## src/rtl/lps_cfg.svh

```systemverilog
// Constants of the latched parallel-in serial-out shift register
`ifndef LPS_CFG_SVH
`define LPS_CFG_SVH
`define LPS_STAGES      8
`define LPS_STAGE_RST   8'h00
`define LPS_LAST_STAGE  7
`define LPS_FIFO_DEPTH  2
`define LPS_FIFO_WIDTH  1
`define LPS_BIT_ZERO    1'b0
`define LPS_BIT_ONE     1'b1
`endif

```

## src/rtl/lps_pkg.sv

```systemverilog
// Types of the latched parallel-in serial-out shift register
`include "lps_cfg.svh"
package lps_pkg;
   typedef logic [`LPS_STAGES-1:0] lps_word_t;
   // One-hot operating mode of the shift register
   typedef enum logic [1:0] {
      LPS_LOAD  = 2'h1,
      LPS_SHIFT = 2'h2
   } lps_mode_t;
endpackage

```

## src/rtl/lps_shift_reg.sv

```systemverilog
// Latched parallel-in serial-out shift register with output buffer
// Notes on behaviour
// - Latch clock rise captures parallel inputs; latch holds otherwise.
// - Mode high: shift clock rising edge moves serial input into stage one, unless the buffer is full.
// - Mode low: serial input never reaches any stage.
// - Mode high permits serial shifting on shift clock edges.
// - Mode low loads latch contents into all stages; shifting inhibited.
// - Reset low clears all stages at once, without a clock.
// - Reset leaves the input latch untouched.
// - Each shift moves every stage one place toward the output.
// - Serial output always shows the last stage.
`timescale 1ns/1ps
`include "lps_cfg.svh"
module lps_shift_reg
   import lps_pkg::*;
#(
   parameter int DEPTH = `LPS_FIFO_DEPTH,
   parameter int WIDTH = `LPS_FIFO_WIDTH
) (
   input  wire logic             sys_clk_i,
   input  wire logic             resetn_i,
   input  wire logic [`LPS_STAGES-1:0] par_data_i,
   input  wire logic             latch_clk_i,
   input  wire logic             shift_clk_i,
   input  wire logic             shift_mode_i,
   input  wire logic             ser_data_i,
   input  wire logic             out_ready_i,
   output logic                  ser_q_o,
   output logic                  shift_ready_o,
   output logic                  out_valid_o,
   output logic [WIDTH-1:0]      out_data_o
);
   localparam int PW = (DEPTH > 1) ? $clog2(DEPTH) : 1;

   // Pointer step with wrap, used by both buffer ends
   function automatic logic [PW-1:0] ptr_inc(input logic [PW-1:0] p);
      if (p == PW'(DEPTH - 1)) begin
         ptr_inc = '0;
      end else begin
         ptr_inc = p + PW'(1);
      end
   endfunction

   // ------------------------------------------------------------
   // Input latch
   // ------------------------------------------------------------
   lps_word_t latch_r;
   lps_word_t latch_nxt;
   logic      lclk_q_r;
   logic      lclk_rise;

   // Latch and its edge detector carry no reset: reset must not touch it
   always_comb begin
      lclk_rise = latch_clk_i & ~lclk_q_r;
      latch_nxt = lclk_rise ? par_data_i : latch_r;
   end

   always_ff @(posedge sys_clk_i) begin
      lclk_q_r <= latch_clk_i;
      latch_r  <= latch_nxt;
   end

   // ------------------------------------------------------------
   // Shift register stages
   // ------------------------------------------------------------
   lps_word_t stage_r;
   lps_word_t stage_nxt;
   logic      sclk_q_r;
   logic      sclk_rise;
   logic      shift_go;
   logic      full;
   lps_mode_t mode;

   // Load follows latch as a level; a shift edge is ignored while the buffer is full
   always_comb begin
      mode      = shift_mode_i ? LPS_SHIFT : LPS_LOAD;
      sclk_rise = shift_clk_i & ~sclk_q_r;
      shift_go  = 1'b0;
      stage_nxt = stage_r;
      case (mode)
         LPS_LOAD: begin
            stage_nxt = latch_r;
         end
         LPS_SHIFT: begin
            if (sclk_rise && !full) begin
               shift_go  = 1'b1;
               // Bit 0 is stage A, bit 7 stage H at the output
               stage_nxt = {stage_r[`LPS_LAST_STAGE-1:0],
                            ser_data_i};
            end
         end
         default: begin
            stage_nxt = stage_r;
         end
      endcase
   end

   always_ff @(posedge sys_clk_i or negedge resetn_i) begin
      if (!resetn_i) begin
         stage_r  <= `LPS_STAGE_RST;
         sclk_q_r <= `LPS_BIT_ONE;
      end else begin
         stage_r  <= stage_nxt;
         sclk_q_r <= shift_clk_i;
      end
   end

   // Output pin is the last stage flop itself
   assign ser_q_o = stage_r[`LPS_LAST_STAGE];

   // ------------------------------------------------------------
   // Buffer of shifted-out bits
   // ------------------------------------------------------------
   logic [WIDTH-1:0] mem_r   [DEPTH];
   logic [WIDTH-1:0] mem_nxt [DEPTH];
   logic [PW-1:0]    wr_r, wr_nxt, rd_r, rd_nxt;
   logic [PW:0]      cnt_r, cnt_nxt;
   logic             push, pop;
   logic             valid_nxt, ready_nxt;
   logic [WIDTH-1:0] data_nxt;

   // A full buffer stalls shifting so no outgoing bit is lost
   always_comb begin
      full   = (cnt_r == (PW+1)'(DEPTH));
      push   = shift_go;
      pop    = out_ready_i && (cnt_r != '0);
      wr_nxt = wr_r;
      rd_nxt = rd_r;
      for (int i = 0; i < DEPTH; i++) begin
         mem_nxt[i] = mem_r[i];
      end
      if (push) begin
         mem_nxt[wr_r] = WIDTH'(stage_r[`LPS_LAST_STAGE]);
         wr_nxt        = ptr_inc(wr_r);
      end
      if (pop) begin
         rd_nxt = ptr_inc(rd_r);
      end
      cnt_nxt   = cnt_r + (PW+1)'(push) - (PW+1)'(pop);
      valid_nxt = (cnt_nxt != '0);
      ready_nxt = (cnt_nxt != (PW+1)'(DEPTH));
      data_nxt  = mem_nxt[rd_nxt];
   end

   always_ff @(posedge sys_clk_i or negedge resetn_i) begin
      if (!resetn_i) begin
         for (int i = 0; i < DEPTH; i++) begin
            mem_r[i] <= '0;
         end
         wr_r          <= '0;
         rd_r          <= '0;
         cnt_r         <= '0;
         out_valid_o   <= `LPS_BIT_ZERO;
         shift_ready_o <= `LPS_BIT_ZERO;
         out_data_o    <= '0;
      end else begin
         mem_r         <= mem_nxt;
         wr_r          <= wr_nxt;
         rd_r          <= rd_nxt;
         cnt_r         <= cnt_nxt;
         out_valid_o   <= valid_nxt;
         shift_ready_o <= ready_nxt;
         out_data_o    <= data_nxt;
      end
   end

   // ------------------------------------------------------------
   // Checks
   // ------------------------------------------------------------
   latch_capture_a: assert property (@(posedge sys_clk_i)
      lclk_rise |=> latch_r == $past(par_data_i))
      else $error("latch missed parallel data");

   latch_hold_a: assert property (@(posedge sys_clk_i)
      !lclk_rise |=> $stable(latch_r))
      else $error("latch changed without edge");

   shift_in_a: assert property (@(posedge sys_clk_i)
      disable iff (!resetn_i)
      shift_mode_i && sclk_rise && !full |=> stage_r[0] == $past(ser_data_i))
      else $error("serial bit not in first stage");

   stage_move_a: assert property (@(posedge sys_clk_i)
      disable iff (!resetn_i)
      shift_go |=> stage_r[`LPS_LAST_STAGE:1] ==
                   $past(stage_r[`LPS_LAST_STAGE-1:0]))
      else $error("stages did not advance");

   load_mode_a: assert property (@(posedge sys_clk_i)
      disable iff (!resetn_i)
      !shift_mode_i |=> stage_r == $past(latch_r))
      else $error("load mode did not copy latch");

   no_shift_a: assert property (@(posedge sys_clk_i)
      disable iff (!resetn_i)
      shift_mode_i && !shift_go |=> $stable(stage_r))
      else $error("stages moved without shift");

   reset_clear_a: assert property (@(posedge sys_clk_i)
      !resetn_i |-> stage_r == `LPS_STAGE_RST && !ser_q_o)
      else $error("reset did not clear stages");

   out_track_a: assert property (@(posedge sys_clk_i)
      disable iff (!resetn_i)
      shift_go |=> ser_q_o == $past(stage_r[`LPS_LAST_STAGE-1]))
      else $error("output not last stage");

   stall_full_a: assert property (@(posedge sys_clk_i)
      disable iff (!resetn_i)
      full && !pop |=> $stable(stage_r) || !$past(shift_mode_i))
      else $error("shift while buffer full");

   // Ready must never promise room that the buffer lacks
   ready_room_a: assert property (@(posedge sys_clk_i)
      disable iff (!resetn_i)
      shift_ready_o |-> !full)
      else $error("ready shown while buffer full");

   // Every bit that leaves the last stage shows up at the drain side
   push_valid_a: assert property (@(posedge sys_clk_i)
      disable iff (!resetn_i)
      shift_go |=> out_valid_o)
      else $error("shifted bit not offered");

endmodule // lps_shift_reg

```

## config.mk

```make
export PLATFORM = sky130hd
export DESIGN_NAME = lps_shift_reg
export DESIGN_NICKNAME = d
export VERILOG_FILES = /design/src/rtl/lps_pkg.sv /design/src/rtl/lps_shift_reg.sv
export VERILOG_INCLUDE_DIRS = /design/src /design/src/rtl
export SDC_FILE = /design/constraint.sdc
export NUM_CORES = 1
export LEC_CHECK = 0
export BUFFER_PORTS_ARGS = -buffer_cell sky130_fd_sc_hd__buf_2
export CAP_MARGIN = 20
export CORE_MARGIN = 4
export CORE_UTILIZATION = 30
export DETAILED_ROUTE_END_ITERATION = 16
export GPL_ROUTABILITY_DRIVEN = 0
export HOLD_SLACK_MARGIN = 0.05
export SLEW_MARGIN = 20
export SYNTH_ARGS = -nofsm -noshare
export SYNTH_HDL_FRONTEND = slang
export SYNTH_SLANG_ARGS = --single-unit
export TNS_END_PERCENT = 50
```

## constraint.sdc

```tcl
create_clock -name sys_clk_i -period 1.74 [get_ports sys_clk_i]
set_clock_uncertainty 0.15 [all_clocks]
set_input_delay 0.348 -clock sys_clk_i [delete_from_list [all_inputs] [get_ports sys_clk_i]]
set_output_delay 0.348 -clock sys_clk_i [all_outputs]
set_load 0.01 [all_outputs]
```

==> run_results.csv <==
group,metric,value,unit
critical_path,cp_max_fo,3,
cells_and_area,regArea,712,sq um
global_routing,grt_overflow,0,
sta,slew_viol_final,0,
sta,worst_slack,-0.0597,ns
pwr,intPower,0.00124,W
cts,numCtsBuffers,3,
pwr,power_frac_comb,35.8,%
critical_path,timing.rr.end,"out_valid_o",
status,failed_checks,"setup timing",
placed_design,place_area,1280,sq um
sta,slew_headroom,73.0,%
cells_and_area,area_growth,35.7,%
job,maxCapViolations,0,
floorplan,die_w,68.1,um
sta,tightestPinTransition,0.405,ns
cells_and_area,stdcell_count,169,
floorplan,initial_core_util,31.7,%
sta,worst_hold_slack,0.170,ns
cells_and_area,multi_input_area,364,sq um
pwr,leakage,0.652,nW
status,status,"finished, violations left",
critical_path,crit_arrival,1.87,ns
pwr,peakVddDrop,425,uV
drt,drc_errors,0,
cells_and_area,n_fill_cell,339,
global_routing,grt_use_total,8.90,%
cts,cts.clk_slew.worst_paths,0.14,ns
sta,post-route-min-period,1.80,ns
cts,htreeDepth,1,
sta,setup_viol_count_final,3,
cts,cts_root_buf,"clkbuf_4",
floorplan,rows,21,
critical_path,r2r_slack,-0.06,ns
sta,rsz0062_at_grt,"yes",
placed_design,port_buffers,18,
global_routing,grt_max_degree,19,
yosys,yosysWarnings,0,
cells_and_area,layout-drive-gt1-share,37.4,%
pwr,seq_power_share,49.0,%
cells_and_area,design_area,1470,sq um
global_routing,grt_first_pass_wirelength,3120,um
critical_path,setup.worst_path.end,"out_valid_o",
sta,fmax,556,MHz
pwr,fin_total_pwr,0.00178,W
drt,first_pass_iters,2,
pwr,switchingPower,0.000546,W
floorplan,pin_count,19,
critical_path,required,1.81,ns
global_routing,grt_pass1_vias,757,
worst_hold_path,hp-class,"in2reg",
floorplan,core,3420,sq um
drt,drt_iter0_drc,16,
placed_design,pre_cts_ws,-0.0857,ns
drt,vias_per_cell,4.40,
cts,clock_latency,0.32,ns
floorplan,die-area,4630,sq um
yosys,yosysUniqueCellTypes,26,
drt,drt-total-wl,1930,um
yosys,synth_area,1080,sq um
yosys,avgSynthCellArea,13.2,sq um
yosys,syn_inst,82,
cts,cts_tree,"yes",
cts,clock_sinks,27,
drt,vias,744,
critical_path,critPathCaptureType,"flip-flop",
yosys,synth-seq-cells,27,
pwr,clock_power_share,15.2,%
cells_and_area,num-nets-final,140,
cts,clockBufferDepth,2,
critical_path,r2r_cells,6,
placed_design,hpwl,1290,um
floorplan,die_h,68.1,um
pwr,power.density,1210,nW/um^2
sta,finalHoldViolCount,0,
critical_path,start_kind,"flip-flop",
yosys,syn_nets,98,
global_routing,antenna_found_initial,0,
critical_path,setup.worst_path.class,"reg2reg",
placed_design,dp_cells,152,
yosys,ys_seq_area_share,65.8,%
critical_path,r2r-start,"sclk_q_r",
sta,period_share,103,%
drt,post_drt_wl_per_cell,11.4,um
pwr,sw_frac_of_total,30.6,%
critical_path,crit_start,"sclk_q_r",
drt,ant_nets,0,
cells_and_area,antennaDiodeCount,0,
## flip-flops by register name, indices dropped and copies added, names as in the netlist
register / count
shift_ready_o: 1
stage_r: 8
latch_r: 8
sclk_q_r: 1
cnt_r: 2
lclk_q_r: 1
rd_r: 1
out_valid_o: 1
wr_r: 1
mem_r: 2
out_data_o: 1
## layout by cell type, fill, tap and decap left out, drive strengths merged
cell type and count:
a22oi 7, a311oi 1, and3b 1, buf 28
clkbuf 3, clkinvlp 1, dfrtp 17, dfstp 1
dfxtp 1, dlygate4sd3 11, edfxtp 8, ha 1
inv 8, mux2 3, mux2i 3, nand2 2
nand3b 1, nor2 4, nor2b 4, nor3 4
nor3b 1, o21ai 9, o31a 1, xnor2 2
xor2 1
## stage by stage
step / TNS, ns / utilization [%]
CTS: -0.149 / 41.9
detailed placement: -0.244 / 37.6
finish: -0.147 / 43.0
global route: -0.551 / 43.0
floorplan: -0.0338 / -
global placement: -0.109 / 37.6
## layer usage
metal  vias up  wire, um  global-route usage, %
met3         2       117                   3.61
met2        22       978                   15.9
met4         0         4                   1.49
li1        371         -                      -
met1       349       825                   10.0
met5         -         0                      0
## cell families (layout without fill, tap and decap cells)
group / Yosys count / in the layout / synth area share, %
buf+inv: 10 / 51 / 3.82
compound gates: 18 / 18 / 11.2
flops: 27 / 27 / 65.8
mux: 6 / 6 / 6.24
xor+xnor: 3 / 3 / 2.43
simple gates: 17 / 17 / 9.37
fa+ha+maj: 1 / 1 / 1.16
## power groups by stage
stage / Sequential [W] / Combinational [W] / Clock, W
5_1_grt: 0.000887 / 0.000700 / 0.000311
6_report: 0.000873 / 0.000639 / 0.000271
2_1_floorplan: 0.000898 / 0.000323 / 0
4_1_cts: 0.000871 / 0.000576 / 0.000291
3_3_place_gp: 0.000878 / 0.000510 / 0
3_5_place_dp: 0.000885 / 0.000530 / 0
## critical path, cell delays in order (launching register included)
cell and delay [ns]:
dfstp_2 0.56, and3b_1 0.20, nor3_2 0.14, nor3_2 0.07, ha_1 0.35, nor2b_2 0.14, mux2i_1 0.09
## cells in the mapped netlist
cell type / instances / area, sq um
xnor2_1: 2 / 17.5
buf_4: 1 / 7.51
edfxtp_1: 8 / 240
dfrtp_1: 17 / 425
nor3_1: 4 / 20.0
nor2b_4: 1 / 13.8
nor3b_1: 1 / 7.51
o31a_1: 1 / 8.76
mux2_4: 1 / 15.0
nand3b_1: 1 / 7.51
nor2_1: 3 / 11.3
nor2b_1: 3 / 18.8
nand2_1: 2 / 7.51
a22oi_1: 7 / 52.6
mux2_2: 2 / 22.5
a311oi_2: 1 / 15.0
clkbuf_1: 1 / 3.75
inv_1: 8 / 30.0
ha_1: 1 / 12.5
dfxtp_1: 1 / 20.0
nor2_2: 1 / 6.26
o21ai_0: 9 / 45.0
dfstp_2: 1 / 26.3
xor2_1: 1 / 8.76
and3b_1: 1 / 8.76
mux2i_1: 3 / 30.0
## area by class of cell
class | count | area share [%]
Clock inverter | 1 | 0.511
Tap cell | 46 | 3.92
Sequential cell | 27 | 48.5
Inverter | 8 | 2.04
Timing Repair Buffer | 39 | 18.7
Multi-Input combinational cell | 45 | 24.8
Clock buffer | 3 | 1.53
## worst min path at each step
stage / from / endpoint / slack (ns) / cells after the start
2_1_floorplan: resetn_i / cnt_r[0] / -0.1 / 0
3_3_place_gp: resetn_i / cnt_r[1] / 0.14 / 1
3_5_place_dp: resetn_i / shift_ready_o / 0.16 / 1
4_1_cts: ser_data_i / stage_r[0] / 0.16 / 3
5_1_grt: ser_data_i / stage_r[0] / 0.21 / 3
6_report: ser_data_i / stage_r[0] / 0.17 / 3
## timing repair
| item | CTS | global route |
|---|---|---|
| pin swaps | 2 | 1 |
| hold endpoints to repair | 27 | 0 |
| resized for setup | 0 | 7 |
| hold buffers | 11 | 0 |
| setup endpoints to repair | 3 | 5 |
| setup buffers | 1 | 1 |
Power figures use the tool's default switching activity.
